[src/core/vsw_map.vh]
// Register offsets, field positions, reset values and timing constants of the switch settings.
`ifndef VSW_MAP_VH
`define VSW_MAP_VH
`define VSW_OFF_RECEIVER_SETTINGS     5'h00
`define VSW_OFF_INPUT_TERM_PULSE_1    5'h04
`define VSW_OFF_INPUT_TERM_PULSE_2    5'h08
`define VSW_OFF_RECEIVE_EQUALIZER_1   5'h0c
`define VSW_OFF_RECEIVE_EQUALIZER_2   5'h10
`define VSW_OFF_TRANSMITTER_SETTINGS  5'h14
`define VSW_OFF_SOURCE_SELECT         5'h18
`define VSW_OFF_TERM_STATUS           5'h1c
`define VSW_TERM_EN_BIT               0
`define VSW_PREEMPH_LSB               2
`define VSW_RST_RECEIVER_SETTINGS     8'h01
`define VSW_RST_PULSE                 8'h00
`define VSW_RST_EQUALIZER             8'h00
`define VSW_RST_TRANSMITTER           8'h00
`define VSW_RST_SOURCE                4'h0
`define VSW_DISCONNECT_MS             100
`define VSW_CLK_HZ                    10000000
`define VSW_DISCONNECT_CYCLES         ((`VSW_CLK_HZ / 1000) * `VSW_DISCONNECT_MS)
`define VSW_RESP_OKAY                 2'b00
`define VSW_RESP_SLVERR               2'b10
`endif

[src/core/vsw_settings_regs.v]
// Input and output stage settings registers of the video link switch, on AXI4-Lite.
//
// Chosen here: the placing of the registers and register access over AXI4-Lite.
`include "vsw_map.vh"
module vsw_settings_regs #(
  parameter DISCONNECT_CYCLES = `VSW_DISCONNECT_CYCLES
) (
  input  wire        aclk,
  input  wire        aresetn,
  input  wire [4:0]  s_axi_awaddr,
  input  wire        s_axi_awvalid,
  output reg         s_axi_awready,
  input  wire [31:0] s_axi_wdata,
  input  wire [3:0]  s_axi_wstrb,
  input  wire        s_axi_wvalid,
  output reg         s_axi_wready,
  output reg  [1:0]  s_axi_bresp,
  output reg         s_axi_bvalid,
  input  wire        s_axi_bready,
  input  wire [4:0]  s_axi_araddr,
  input  wire        s_axi_arvalid,
  output reg         s_axi_arready,
  output reg  [31:0] s_axi_rdata,
  output reg  [1:0]  s_axi_rresp,
  output reg         s_axi_rvalid,
  input  wire        s_axi_rready,
  output reg  [15:0] term_connect,
  output reg  [15:0] eq_high,
  output reg  [1:0]  preemph_level,
  output reg  [1:0]  route_source
);

  reg  [7:0]  rx_settings_q;
  reg  [15:0] pulse_sel_q;
  reg  [15:0] eq_sel_q;
  reg  [7:0]  tx_settings_q;
  reg  [3:0]  source_q;
  reg  [31:0] disc_cnt_q;
  reg  [15:0] disc_mask_q;
  reg         aw_held_q;
  reg         w_held_q;
  reg  [4:0]  awaddr_q;
  reg  [31:0] wdata_q;
  reg  [3:0]  wstrb_q;
  wire [15:0] term_d;
  reg  [31:0] rdata_d;
  reg         rerr_d;
  reg         werr_d;
  wire        aw_take;
  wire        w_take;
  wire        do_write;
  wire        src_write;
  wire        src_change;
  wire        disc_active;
  wire [3:0]  new_source;
  wire        wa_rx;
  wire        wa_pulse1;
  wire        wa_pulse2;
  wire        wa_eq1;
  wire        wa_eq2;
  wire        wa_tx;
  wire        wa_src;
  wire        wa_status;
  wire        ra_rx;
  wire        ra_pulse1;
  wire        ra_pulse2;
  wire        ra_eq1;
  wire        ra_eq2;
  wire        ra_tx;
  wire        ra_src;
  wire        ra_status;
  wire [31:0] status_word;

  assign aw_take   = s_axi_awvalid && s_axi_awready;
  assign w_take    = s_axi_wvalid && s_axi_wready;
  assign do_write  = aw_held_q && w_held_q && !s_axi_bvalid;
  assign src_write = do_write && wa_src && wstrb_q[0];
  assign new_source = wdata_q[3:0];
  // switch detect: only the two low bits choose the quad source.
  assign src_change  = src_write && (new_source[1:0] != source_q[1:0]);
  assign disc_active = (disc_cnt_q != 32'h0000_0000);

  // Write hits decode the address latched when the write address was taken.
  assign wa_rx     = (awaddr_q == `VSW_OFF_RECEIVER_SETTINGS);
  assign wa_pulse1 = (awaddr_q == `VSW_OFF_INPUT_TERM_PULSE_1);
  assign wa_pulse2 = (awaddr_q == `VSW_OFF_INPUT_TERM_PULSE_2);
  assign wa_eq1    = (awaddr_q == `VSW_OFF_RECEIVE_EQUALIZER_1);
  assign wa_eq2    = (awaddr_q == `VSW_OFF_RECEIVE_EQUALIZER_2);
  assign wa_tx     = (awaddr_q == `VSW_OFF_TRANSMITTER_SETTINGS);
  assign wa_src    = (awaddr_q == `VSW_OFF_SOURCE_SELECT);
  assign wa_status = (awaddr_q == `VSW_OFF_TERM_STATUS);

  // Read hits decode the live address, which the master holds until it is taken.
  assign ra_rx     = (s_axi_araddr == `VSW_OFF_RECEIVER_SETTINGS);
  assign ra_pulse1 = (s_axi_araddr == `VSW_OFF_INPUT_TERM_PULSE_1);
  assign ra_pulse2 = (s_axi_araddr == `VSW_OFF_INPUT_TERM_PULSE_2);
  assign ra_eq1    = (s_axi_araddr == `VSW_OFF_RECEIVE_EQUALIZER_1);
  assign ra_eq2    = (s_axi_araddr == `VSW_OFF_RECEIVE_EQUALIZER_2);
  assign ra_tx     = (s_axi_araddr == `VSW_OFF_TRANSMITTER_SETTINGS);
  assign ra_src    = (s_axi_araddr == `VSW_OFF_SOURCE_SELECT);
  assign ra_status = (s_axi_araddr == `VSW_OFF_TERM_STATUS);

  // Bit 16 tells software that a disconnect interval is still running.
  assign status_word = {15'h0000, disc_active, term_d};

  // Write address decode and unmapped answer.
  always @* begin
    werr_d = 1'b0;
    if (wa_rx) begin
      werr_d = 1'b0;
    end else if (wa_pulse1) begin
      werr_d = 1'b0;
    end else if (wa_pulse2) begin
      werr_d = 1'b0;
    end else if (wa_eq1) begin
      werr_d = 1'b0;
    end else if (wa_eq2) begin
      werr_d = 1'b0;
    end else if (wa_tx) begin
      werr_d = 1'b0;
    end else if (wa_src) begin
      werr_d = 1'b0;
    end else if (wa_status) begin
      werr_d = 1'b0;
    end else begin
      werr_d = 1'b1;
    end
  end

  // Write channels: address and data are taken in either order, response after both.
  always @(posedge aclk) begin
    if (!aresetn) begin
      aw_held_q     <= 1'b0;
      w_held_q      <= 1'b0;
      awaddr_q      <= 5'h00;
      wdata_q       <= 32'h0000_0000;
      wstrb_q       <= 4'h0;
      s_axi_awready <= 1'b0;
      s_axi_wready  <= 1'b0;
      s_axi_bvalid  <= 1'b0;
      s_axi_bresp   <= `VSW_RESP_OKAY;
    end else begin
      // Readies drop the edge after a take, so a held beat is never overwritten.
      s_axi_awready <= !aw_held_q && !aw_take && !s_axi_bvalid;
      s_axi_wready  <= !w_held_q && !w_take && !s_axi_bvalid;
      if (aw_take) begin
        aw_held_q <= 1'b1;
        awaddr_q  <= s_axi_awaddr;
      end
      if (w_take) begin
        w_held_q <= 1'b1;
        wdata_q  <= s_axi_wdata;
        wstrb_q  <= s_axi_wstrb;
      end
      if (do_write) begin
        aw_held_q    <= 1'b0;
        w_held_q     <= 1'b0;
        s_axi_bvalid <= 1'b1;
        s_axi_bresp  <= werr_d ? `VSW_RESP_SLVERR : `VSW_RESP_OKAY;
      end else if (s_axi_bvalid && s_axi_bready) begin
        s_axi_bvalid <= 1'b0;
      end
    end
  end

  // Settings storage; only byte lane 0 carries data.
  always @(posedge aclk) begin
    if (!aresetn) begin
      rx_settings_q <= `VSW_RST_RECEIVER_SETTINGS;
      pulse_sel_q   <= {`VSW_RST_PULSE, `VSW_RST_PULSE};
      eq_sel_q      <= {`VSW_RST_EQUALIZER, `VSW_RST_EQUALIZER};
      tx_settings_q <= `VSW_RST_TRANSMITTER;
      source_q      <= `VSW_RST_SOURCE;
    end else if (do_write && wstrb_q[0]) begin
      if (wa_rx) begin
        rx_settings_q <= wdata_q[7:0];
      end else if (wa_pulse1) begin
        pulse_sel_q[7:0] <= wdata_q[7:0];
      end else if (wa_pulse2) begin
        pulse_sel_q[15:8] <= wdata_q[7:0];
      end else if (wa_eq1) begin
        eq_sel_q[7:0] <= wdata_q[7:0];
      end else if (wa_eq2) begin
        eq_sel_q[15:8] <= wdata_q[7:0];
      end else if (wa_tx) begin
        tx_settings_q <= wdata_q[7:0];
      end else if (wa_src) begin
        source_q <= new_source;
      end
    end
  end

  // disconnect timer: restarts on every source switch, reloads the channel mask.
  always @(posedge aclk) begin
    if (!aresetn) begin
      disc_cnt_q  <= 32'h0000_0000;
      disc_mask_q <= 16'h0000;
    end else if (src_change) begin
      disc_cnt_q  <= DISCONNECT_CYCLES;
      // pulsed channels: only channels with pulse select set are dropped.
      // The mask is captured here; later pulse-select writes apply at the next switch.
      disc_mask_q <= pulse_sel_q;
    end else if (disc_active) begin
      disc_cnt_q <= disc_cnt_q - 32'h0000_0001;
    end else begin
      disc_mask_q <= 16'h0000;
    end
  end

  // Per-channel termination; bit order follows the register layout (B3..B0, A3..A0, C3..C0, D3..D0).
  genvar ch;
  generate
    for (ch = 0; ch < 16; ch = ch + 1) begin : g_term
      assign term_d[ch] = rx_settings_q[`VSW_TERM_EN_BIT] && !(disc_active && disc_mask_q[ch]);
    end
  endgenerate

  // Drive the analog controls from flip-flops so they never glitch.
  always @(posedge aclk) begin
    if (!aresetn) begin
      term_connect <= 16'h0000;
    end else begin
      term_connect <= term_d;
    end
  end

  // equalization level per channel, same bit order.
  always @(posedge aclk) begin
    if (!aresetn) begin
      eq_high <= 16'h0000;
    end else begin
      eq_high <= eq_sel_q;
    end
  end

  always @(posedge aclk) begin
    if (!aresetn) begin
      preemph_level <= 2'b00;
    end else begin
      preemph_level <= tx_settings_q[`VSW_PREEMPH_LSB+1:`VSW_PREEMPH_LSB];
    end
  end

  // quad routing from the low two bits.
  always @(posedge aclk) begin
    if (!aresetn) begin
      route_source <= 2'b00;
    end else begin
      route_source <= source_q[1:0];
    end
  end

  // Read decode.
  always @* begin
    rdata_d = 32'h0000_0000;
    rerr_d  = 1'b0;
    if (ra_rx) begin
      rdata_d = {24'h000000, rx_settings_q};
    end else if (ra_pulse1) begin
      rdata_d = {24'h000000, pulse_sel_q[7:0]};
    end else if (ra_pulse2) begin
      rdata_d = {24'h000000, pulse_sel_q[15:8]};
    end else if (ra_eq1) begin
      rdata_d = {24'h000000, eq_sel_q[7:0]};
    end else if (ra_eq2) begin
      rdata_d = {24'h000000, eq_sel_q[15:8]};
    end else if (ra_tx) begin
      rdata_d = {24'h000000, tx_settings_q};
    end else if (ra_src) begin
      rdata_d = {28'h0000000, source_q};
    end else if (ra_status) begin
      rdata_d = status_word;
    end else begin
      rerr_d = 1'b1;
    end
  end

  // Read channel: address taken, data one cycle later, held until rready.
  always @(posedge aclk) begin
    if (!aresetn) begin
      s_axi_arready <= 1'b0;
      s_axi_rvalid  <= 1'b0;
      s_axi_rdata   <= 32'h0000_0000;
      s_axi_rresp   <= `VSW_RESP_OKAY;
    end else begin
      s_axi_arready <= !s_axi_rvalid && !(s_axi_arvalid && s_axi_arready);
      if (s_axi_arvalid && s_axi_arready) begin
        s_axi_rvalid <= 1'b1;
        s_axi_rdata  <= rdata_d;
        s_axi_rresp  <= rerr_d ? `VSW_RESP_SLVERR : `VSW_RESP_OKAY;
      end else if (s_axi_rvalid && s_axi_rready) begin
        s_axi_rvalid <= 1'b0;
      end
    end
  end

endmodule

[config.mk]
export PLATFORM = sky130hd
export DESIGN_NAME = vsw_settings_regs
export DESIGN_NICKNAME = d
export VERILOG_FILES = /design/src/core/vsw_settings_regs.v
export VERILOG_INCLUDE_DIRS = /design/src /design/src/core
export SDC_FILE = /design/constraint.sdc
export NUM_CORES = 1
export LEC_CHECK = 0
export BUFFER_PORTS_ARGS = -buffer_cell sky130_fd_sc_hd__buf_4
export CORE_ASPECT_RATIO = 0.6
export CORE_MARGIN = 2
export CORE_UTILIZATION = 35
export CTS_CLUSTER_DIAMETER = 200
export CTS_CLUSTER_SIZE = 25
export DETAILED_ROUTE_END_ITERATION = 12
export PLACE_DENSITY = 0.52
export SLEW_MARGIN = 20
export SYNTH_ARGS = -nofsm -noshare
export SYNTH_HDL_FRONTEND = slang
export SYNTH_SLANG_ARGS = --single-unit
export TNS_END_PERCENT = 1
[constraint.sdc]
create_clock -name aclk -period 3.05 [get_ports aclk]
set_input_delay 0.915 -clock aclk [delete_from_list [all_inputs] [get_ports aclk]]
set_output_delay 0.915 -clock aclk [all_outputs]
set_load 0.005 [all_outputs]
==> flow_summary.ini, run 1 <==
[placed_design]
gp_congestion = 0.815
post-dp-hpwl_um = 13600
io_buffer_count = 85
dpl_cell_area_um2 = 8210

[worst_setup_path]
required_ns = 3.43
cp_max_fo = 21
critPathKind = flip-flop to flip-flop
crit_buf_inv = 0
worstPathCellList = or4_4 -> nor3_4 -> and4_2 -> nor4_1 -> a211oi_1 -> a31o_2
path_depth = 6
reg2reg_depth = 6
end_kind = flip-flop
worstPathArrival_ns = 2.93
crit_family = simple AND/OR/NAND/NOR gates
startpoint = disc_cnt_q[4]$_SDFFE_PP0N_
crit_slowest_cell = and4_2
r2r-start = disc_cnt_q[4]$_SDFFE_PP0N_
cp-start-kind = flip-flop
cp_slowest_stage_delay_ns = 0.59

[synthesis]
syn-mean-instance-area_um2 = 9.37
ys_seq_area_share_pct = 47.9
synth_edf_count = 0
synthFlopType = dfxtp_1
synth_cell_types = 61
syn_area_um2 = 7350
synth_area_leaders = dfxtp_1 48%, mux2i_1 8.4%, nor2b_1 5.4%
yosysTopAreaCellShare_pct = 47.9
synth_commonest_cells = 176 x dfxtp_1, 68 x nand2_1, 63 x nor2b_1
yosys_warnings = 0
synth_cells = 784
yosysMostFrequentCell = dfxtp_1
synth_top_area_cell = dfxtp_1
ys_ff_latch = 176
async_flop_share_pct = 0

[clocking]
clock_sinks = 176
holdBufCountCts = 0
path_clk_slew_ns = 0.07
cts_buffers = 17
htreeDepth = 4
post_cts_resized = 0
cts.path.max_buffers = 2
cts_root_buffer = clkbuf_16
postCtsSetupRepairBufs = 0
clock_latency_ns = 0.44
cts_tree = built

[floorplan]
die_y_um = 116
core_area_um2 = 20300
io-pin-count = 130
die_area_um2 = 22200
fp.dieW_um = 191
initial_utilization_pct = 36.2
rows = 40

[pwr]
powerDensity_nw_per_um2 = 754
p_leak_nw = 3.42
peakVddDrop_v = 0.000437

[layout]
postLayoutCellArea_um2 = 8800
final_nets = 911
layout-area-overhead-vs-synth_pct = 19.8
n_antenna_cell = 0
drive_above_1_share_pct = 17.4
fin_util_pct = 43.3

[global_route]
track_usage_pct = 17.6
antenna_found_initial = 0
grt_max_degree = 68
grt_pass1_wl_um = 30100
overflow = 0
first_global_vias = 5387

[route]
vias_per_cell = 4.97
wl_per_cell_um = 16.7
drc = 0
wirelength_um = 19100
drt-initial-drc-count = 458
vias = 5680
drtAntennaViolNets = 0
firstDrtPassIters = 5

[sta]
setup-tns-final_ns = 0
fmax_mhz = 392
worstMarginPinSlew_ns = 1.01
min_period_ns = 2.55
period_share_pct = 83.7
fin_skew_ns = 0.0129
rsz0062_at_grt = no
slew_headroom_pct = 32.3
slew_violations = 0
final_hold_viol_count = 0
setup_viol = 0

[outcome]
outcome = completed

[hold_path]
hold_start = disc_mask_q[8]$_SDFFE_PN0P_
holdPathStages = 1
hold_path.class = flip-flop to flip-flop

[job]
drv_cap = 0
==> logic make-up after synthesis <==
logic type,synth area share [%]
multiplexers,8.45
XOR/XNOR,3.34
AO/OA/AOI/OAI,12.0
other,0.0510
AND/OR/NAND/NOR,23.1
adder cells (fa/ha/maj),0.340
buffers and inverters,4.75
flip-flops,47.9
==> routing by layer <==
layer | routed length (um) | share of wire [%] | vias to the layer above | GRT usage, %
met4 | 160 | 0.84 | 0 | 4.62
met1 | 10200 | 53 | 2677 | 27.4
met3 | 1070 | 5.6 | 13 | 3.88
li1 | - | - | 2829 | -
met2 | 7680 | 40 | 161 | 23.8
met5 | 0 | 0 | - | 0
==> path summary, 6_finish.rpt <==
| path | to | slack (ns) |
|---|---|---|
| max | disc_cnt_q[12]$_SDFFE_PP0N_ | 0.50 |
| min | term_connect[8]$_SDFF_PN0_ | 0.44 |
| max reg2reg | disc_cnt_q[12]$_SDFFE_PP0N_ | 0.50 |
| min reg2reg | term_connect[8]$_SDFF_PN0_ | 0.44 |
==> sequential cells by signal (all words and copies together), names as in the netlist, 4 cells and up <==
name           cells
eq_sel_q          16
term_connect      16
wdata_q            8
disc_cnt_q        32
pulse_sel_q       16
source_q           4
awaddr_q           5
tx_settings_q      8
s_axi_rdata       17
disc_mask_q       16
rx_settings_q      8
eq_high           16
==> cell usage in the layout, fill, tap and decap left out, types with 4 or more instances in the layout <==
cell type  Yosys  routed
dfxtp_1      176     176
buf_4         18     102
nand2_1       68      68
nor2b_1       63      63
mux2i_1       62      62
nor2_1        48      48
a21oi_1       35      35
nand3_1       28      28
o21ai_0       26      26
and2_1        23      23
nor3_1        17      17
xnor2_1       17      17
conb_1         1      17
clkbuf_16      0      17
a21boi_0      15      15
xor2_1        11      11
nor4_1        10      10
or3_1         10      10
a22o_1         9       9
inv_1          8       8
o21a_1         8       8
o221ai_1       7       7
nand2b_1       7       7
inv_6          0       6
o31ai_1        4       4
o22ai_1        4       4
a22oi_1        4       4
nor3b_1        4       4
==> area by class of cell <==
class	count	area, um^2
clock buffers	18	429
repair buffers	102	766
flip-flops and latches	176	3520
inverters	8	30.0
fillers	2035	11500
clock inverters	14	168
multi-input cells	551	3550
well taps	273	342
==> metrics by stage <==
| step | cells | hold WS, ns | setup slack [ns] | total power, mW |
|---|---|---|---|---|
| 2_1_floorplan | 800 | 0.408 | 0.690 | 4.08 |
| 3_3_place_gp | 1110 | 0.425 | 0.539 | 4.38 |
| 3_5_place_dp | 1110 | 0.427 | 0.509 | 4.42 |
| 4_1_cts | 1142 | 0.439 | 0.496 | 6.68 |
| 5_1_grt | 1142 | 0.458 | 0.311 | 7.02 |
| 6_report | 1142 | 0.441 | 0.498 | 6.64 |
==> power by group <==
part	internal [mW]	leakage [nW]	switching, mW
Sequential	2.49	1.43	0.195
Combinational	0.707	1.70	0.990
Clock	1.24	0.292	1.02
Note: power is estimated with default switching activity, not from simulation.
==> run 2: changes to the inputs <==
Settings changed: ABC_AREA set to 1.
Clock period 3.05 ns to 2.6 ns, I/O delays scaled along.
==> flow_summary.ini, run 2 <==
[outcome]
outcome = completed

[synthesis]
synth_commonest_cells = 179 x nor2_1, 176 x dfxtp_1, 156 x nand2_1
synth_cells = 950
synthFlopType = dfxtp_1
yosys_warnings = 0
synth_cell_types = 41
async_flop_share_pct = 0
synth_area_leaders = dfxtp_1 49%, nor2_1 9.3%, nand2_1 8.1%
ys_seq_area_share_pct = 48.6
synth_top_area_cell = dfxtp_1
yosysTopAreaCellShare_pct = 48.6
yosysMostFrequentCell = nor2_1
syn-mean-instance-area_um2 = 7.64
ys_ff_latch = 176
syn_area_um2 = 7260
synth_edf_count = 0

[sta]
fmax_mhz = 450
slew_violations = 0
rsz0062_at_grt = no
setup_slack_ns = 0.377
setup_viol = 0
setup-tns-final_ns = 0
whs_ns = 0.449
min_period_ns = 2.22
period_share_pct = 85.5
final_hold_viol_count = 0
slew_headroom_pct = 53.5
fin_skew_ns = 0.00867
worstMarginPinSlew_ns = 0.695

[placed_design]
gp_congestion = 0.918
io_buffer_count = 85
place_inst = 1294
placement.setup.worst_slack_ns = 0.229
post-dp-hpwl_um = 15700

[clocking]
holdBufCountCts = 0
cts_root_buffer = clkbuf_16
htreeDepth = 4
path_clk_slew_ns = 0.07
postCtsSetupRepairBufs = 0
clock_sinks = 176
cts.path.max_buffers = 2
cts_buffers = 17
clock_latency_ns = 0.44
cts_tree = built
post_cts_resized = 0

[worst_setup_path]
cp-start-kind = flip-flop
r2r_slack_ns = 0.38
required_ns = 2.93
r2r_end = s_axi_rdata[7]$_SDFFE_PN0P_
reg2reg_depth = 14
cp_max_fo = 10
end_kind = flip-flop
critPathKind = flip-flop to flip-flop
worstPathArrival_ns = 2.56
r2r-start = disc_cnt_q[0]$_SDFFE_PP0N_

[floorplan]
initial_utilization_pct = 36.0
fp.dieW_um = 190
io-pin-count = 130
die_area_um2 = 21900
core_area_um2 = 20200
rows = 40
die_y_um = 116

[layout]
final_nets = 1095
multi_input_area_um2 = 3150
final_cells = 1325
layout-area-overhead-vs-synth_pct = 19.8
num-fill-cells = 2070
largest_reg_flops = 32
reg.largest.list = disc_cnt_q (32), s_axi_rdata (17)
ff_latch_area_um2 = 3520
fin_util_pct = 43.1
final_common_cell = nor2_1
layout_common_cells = 179 x nor2_1, 176 x dfxtp_1, 156 x nand2_1
top_register = disc_cnt_q
drive_above_1_share_pct = 16.3
n_antenna_cell = 0

[route]
vias_per_cell = 4.82
firstDrtPassIters = 5
drc = 0
vias = 6391
wl_per_cell_um = 15.8
drtAntennaViolNets = 0
wirelength_um = 21000
drt-initial-drc-count = 546

[global_route]
antenna_found_initial = 0
overflow = 0
track_usage_pct = 19.6
met3_usage_pct = 5.63
gr-usage-met2_pct = 24.2
busiest_layer = met1
first_global_vias = 5635
use_met1_pct = 32.0
grt_pass1_wl_um = 32500
grt_max_degree = 34

[hold_path]
hold_start = disc_mask_q[0]$_SDFFE_PN0P_
timing.hold.worst_endpoint = term_connect[0]$_SDFF_PN0_
holdPathStages = 1
hold_path.class = flip-flop to flip-flop

[pwr]
peakVddDrop_v = 0.000554
p_leak_nw = 3.94
powerDensity_nw_per_um2 = 1010

[job]
drv_cap = 0
==> run 2: cell count changes after synthesis, sizes merged, moves of 21 or more <==
cell / previous run / this run
a21oi: 35 / 79
and2: 24 / 3
clkbuf: 42 / 15
inv: 8 / 88
mux2i: 62 / 2
nand2: 68 / 160
nor2: 48 / 194
nor2b: 63 / 0
o21ai: 27 / 87
==> run 2: metal layers <==
layer	share of wire [%]	wire, um
met5	0	0
met3	8.0	1670
met2	36	7580
met4	0.83	174
met1	55	11600
==> run 2: kinds of logic after synthesis <==
| logic type | count (synthesis) | share of synthesized area (%) |
|---|---|---|
| AO/OA/AOI/OAI | 184 | 13.5 |
| XOR/XNOR | 17 | 2.05 |
| flip-flops | 176 | 48.6 |
| other | 1 | 0.0517 |
| buffers and inverters | 138 | 8.79 |
| AND/OR/NAND/NOR | 430 | 26.4 |
| multiplexers | 2 | 0.276 |
| adder cells (fa/ha/maj) | 2 | 0.345 |
==> run 2: worst max path at each step <==
stage                                from                     endpoint  slack, ns  depth (start not counted)
5_1_grt        disc_cnt_q[0]$_SDFFE_PP0N_  s_axi_rdata[7]$_SDFFE_PN0P_       0.17                         14
2_1_floorplan             s_axi_araddr[1]  s_axi_rdata[2]$_SDFFE_PN0P_       0.65                          9
6_report       disc_cnt_q[0]$_SDFFE_PP0N_  s_axi_rdata[7]$_SDFFE_PN0P_       0.38                         14
3_3_place_gp              s_axi_araddr[1]  s_axi_rdata[6]$_SDFFE_PN0P_       0.26                         10
3_5_place_dp              s_axi_araddr[1]  s_axi_rdata[6]$_SDFFE_PN0P_       0.23                         10
4_1_cts        disc_cnt_q[0]$_SDFFE_PP0N_  s_axi_rdata[7]$_SDFFE_PN0P_       0.36                         14
==> run 2: metrics by stage <==
| stage | total power [mW] | area, um^2 |
|---|---|---|
| final | 8.78 | 8690 |
| after global routing | 9.37 | 8690 |
| after CTS | 8.76 | 8690 |
| after detailed placement | 6.30 | 8140 |
| after global placement | 6.32 | 8140 |
| after floorplan | 5.50 | 7320 |
==> run 2: power by group <==
group / internal (mW) / total, mW / switching, mW
clock network: 1.29 / 2.45 / 1.16
registers: 2.96 / 3.22 / 0.261
logic: 1.04 / 3.11 / 2.07
==> run 2: cell type report <==
cell class	instances	area share (%)
well taps	273	3.93
repair buffers	103	8.90
clock inverters	12	1.17
flip-flops and latches	176	40.5
inverters	90	3.95
multi-input cells	652	36.3
clock buffers	19	5.21
==> run 2: critical path, cell delays in order (launching register included) <==
cell     delay [ns]
dfxtp_1        0.40
inv_1          0.14
ha_1           0.25
nand2_1        0.07
nor2_1         0.04
nand2_1        0.18
nor2_8         0.09
inv_2          0.15
nand2_1        0.12
nand2_1        0.07
nand2_1        0.04
a21oi_1        0.17
nand4_1        0.22
nand2_1        0.13
nand2_1        0.05
==> run 3: changes to the inputs <==
Settings changed: CTS_BUF_LIST set to sky130_fd_sc_hd__clkbuf_4.
==> flow_summary.ini, run 3 (synthesized netlist as in run 2, its figures left out) <==
[floorplan]
die_y_um = 116
core_area_um2 = 20200
rows = 40
fp.dieW_um = 190
io-pin-count = 130
die_area_um2 = 21900
initial_utilization_pct = 36.0

[layout]
ff_latch_area_um2 = 3520
final_nets = 1095
drive_above_1_share_pct = 16.2
n_antenna_cell = 0
multi_input_area_um2 = 3150
largest_reg_flops = 32
top_register = disc_cnt_q
final_common_cell = nor2_1
layout-area-overhead-vs-synth_pct = 15.4
num-fill-cells = 2107
reg.largest.list = disc_cnt_q (32), s_axi_rdata (17)
layout_common_cells = 179 x nor2_1, 176 x dfxtp_1, 156 x nand2_1

[clocking]
post_cts_resized = 0
clock_sinks = 176
cts_tree = built
clock_latency_ns = 0.59
cts_root_buffer = clkbuf_4
cts.path.max_buffers = 2
postCtsSetupRepairBufs = 0
htreeDepth = 4
cts_buffers = 17
holdBufCountCts = 0
path_clk_slew_ns = 0.15

[placed_design]
post-dp-hpwl_um = 15700
gp_congestion = 0.918
io_buffer_count = 85

[worst_setup_path]
end_kind = flip-flop
cp_max_fo = 10
worstPathArrival_ns = 2.72
r2r_end = s_axi_rdata[7]$_SDFFE_PN0P_
cp_slowest_stage_delay_ns = 0.42
cp-start-kind = flip-flop
crit_top_cell = nand2_1
r2r_slack_ns = 0.37
critPathKind = flip-flop to flip-flop
required_ns = 3.09
worstPathCellList = inv_1 -> ha_1 -> nand2_1 -> nor2_1 -> nand2_1 -> nor2_8 -> inv_2 -> nand2_1 -> nand2_1 -> nand2_1 -> a21oi_1 -> nand4_1 -> nand2_1 -> nand2_1
crit_slowest_cell = dfxtp_1
r2r-start = disc_cnt_q[0]$_SDFFE_PP0N_
reg2reg_depth = 14

[global_route]
overflow = 0
first_global_vias = 5619
track_usage_pct = 19.5
grt_pass1_wl_um = 32300
antenna_found_initial = 0
grt_max_degree = 34

[sta]
slew_violations = 0
whs_ns = 0.372
min_period_ns = 2.23
fmax_mhz = 448
worstMarginPinSlew_ns = 0.703
setup-tns-final_ns = 0
final_hold_viol_count = 0
setup_viol = 0
slew_headroom_pct = 53.0
rsz0062_at_grt = no
period_share_pct = 85.9
fin_skew_ns = 0.0259

[pwr]
swShare_pct = 43.2
powerDensity_nw_per_um2 = 924
power_frac_seq_pct = 41.6
internal_power_mw = 4.39
peakVddDrop_v = 0.000449
comb_power_share_pct = 40.1
clockPowerShare_pct = 18.3
p_leak_nw = 3.80
p_switching_mw = 3.35

[route]
wl_per_cell_um = 15.7
drt-initial-drc-count = 501
vias_per_cell = 4.81
vias = 6379
firstDrtPassIters = 5
drc = 0
wirelength_um = 20800
drtAntennaViolNets = 0

[outcome]
outcome = completed

[hold_path]
timing.hold.worst_endpoint = s_axi_rvalid$_SDFFE_PN0P_
hold_path.class = primary input to flip-flop
hold_start = s_axi_rready
holdPathStages = 2

[job]
drv_cap = 0
## run 3: cell types whose count changed in the layout (fill, tap and decap cells not counted)
| cell | before | now |
|---|---|---|
| clkinv_1 | 1 | 3 |
| clkbuf_4 | 0 | 17 |
| clkbuf_16 | 17 | 0 |
| clkbuf_8 | 2 | 0 |
## run 3: worst max-delay path by stage
stage                                from                           to  slack (ns)  cells after the start
2_1_floorplan             s_axi_araddr[1]  s_axi_rdata[2]$_SDFFE_PN0P_        0.65                      9
3_3_place_gp              s_axi_araddr[1]  s_axi_rdata[6]$_SDFFE_PN0P_        0.26                     10
3_5_place_dp              s_axi_araddr[1]  s_axi_rdata[6]$_SDFFE_PN0P_        0.23                     10
4_1_cts        disc_cnt_q[0]$_SDFFE_PP0N_  s_axi_rdata[7]$_SDFFE_PN0P_        0.34                     14
5_1_grt        disc_cnt_q[0]$_SDFFE_PP0N_  s_axi_rdata[7]$_SDFFE_PN0P_        0.15                     14
6_report       disc_cnt_q[0]$_SDFFE_PP0N_  s_axi_rdata[7]$_SDFFE_PN0P_        0.37                     14
## run 3: worst max-delay path, delay by kind of cell (launching register included)
family	cells	cell delay, ns
adder cells (fa/ha/maj)	1	0.25
AND/OR/NAND/NOR	10	1.00
flip-flops	1	0.42
AO/OA/AOI/OAI	1	0.17
buffers and inverters	2	0.29
## run 3: final cells by class
type                            instances  share of cell area, %
Inverter                               90                   4.10
Multi-Input combinational cell        652                   37.7
Timing Repair Buffer                  103                   9.24
Tap cell                              273                   4.08
Clock inverter                         14                   1.30
Sequential cell                       176                   42.1
Clock buffer                           17                   1.52
## run 3: power groups by stage
stage,registers [mW],clock network (mW),logic (mW)
final,3.22,1.42,3.10
after global routing,3.26,1.59,3.50
after CTS,3.21,1.47,3.05
after detailed placement,3.27,0,3.03
after global placement,3.27,0,3.05
after floorplan,3.20,0,2.30
## run 3: stage by stage
step,cell area [um^2],power [mW],worst slack [ns],util [%],cells
after floorplan,7320,5.50,0.651,-,966
after CTS,8370,7.73,0.344,41.5,1325
final,8370,7.74,0.365,41.5,1325
after global routing,8370,8.34,0.153,41.5,1325
after global placement,8140,6.32,0.264,40.3,1294
after detailed placement,8140,6.30,0.229,40.3,1294
## run 3: metal layers
metal / vias up / GRT usage (%) / wire [um]
met5: - / 0 / 0
met4: 0 / 4.81 / 152
li1: 3228 / - / -
met1: 2913 / 31.9 / 11400
met3: 13 / 5.21 / 1760
met2: 225 / 24.0 / 7520
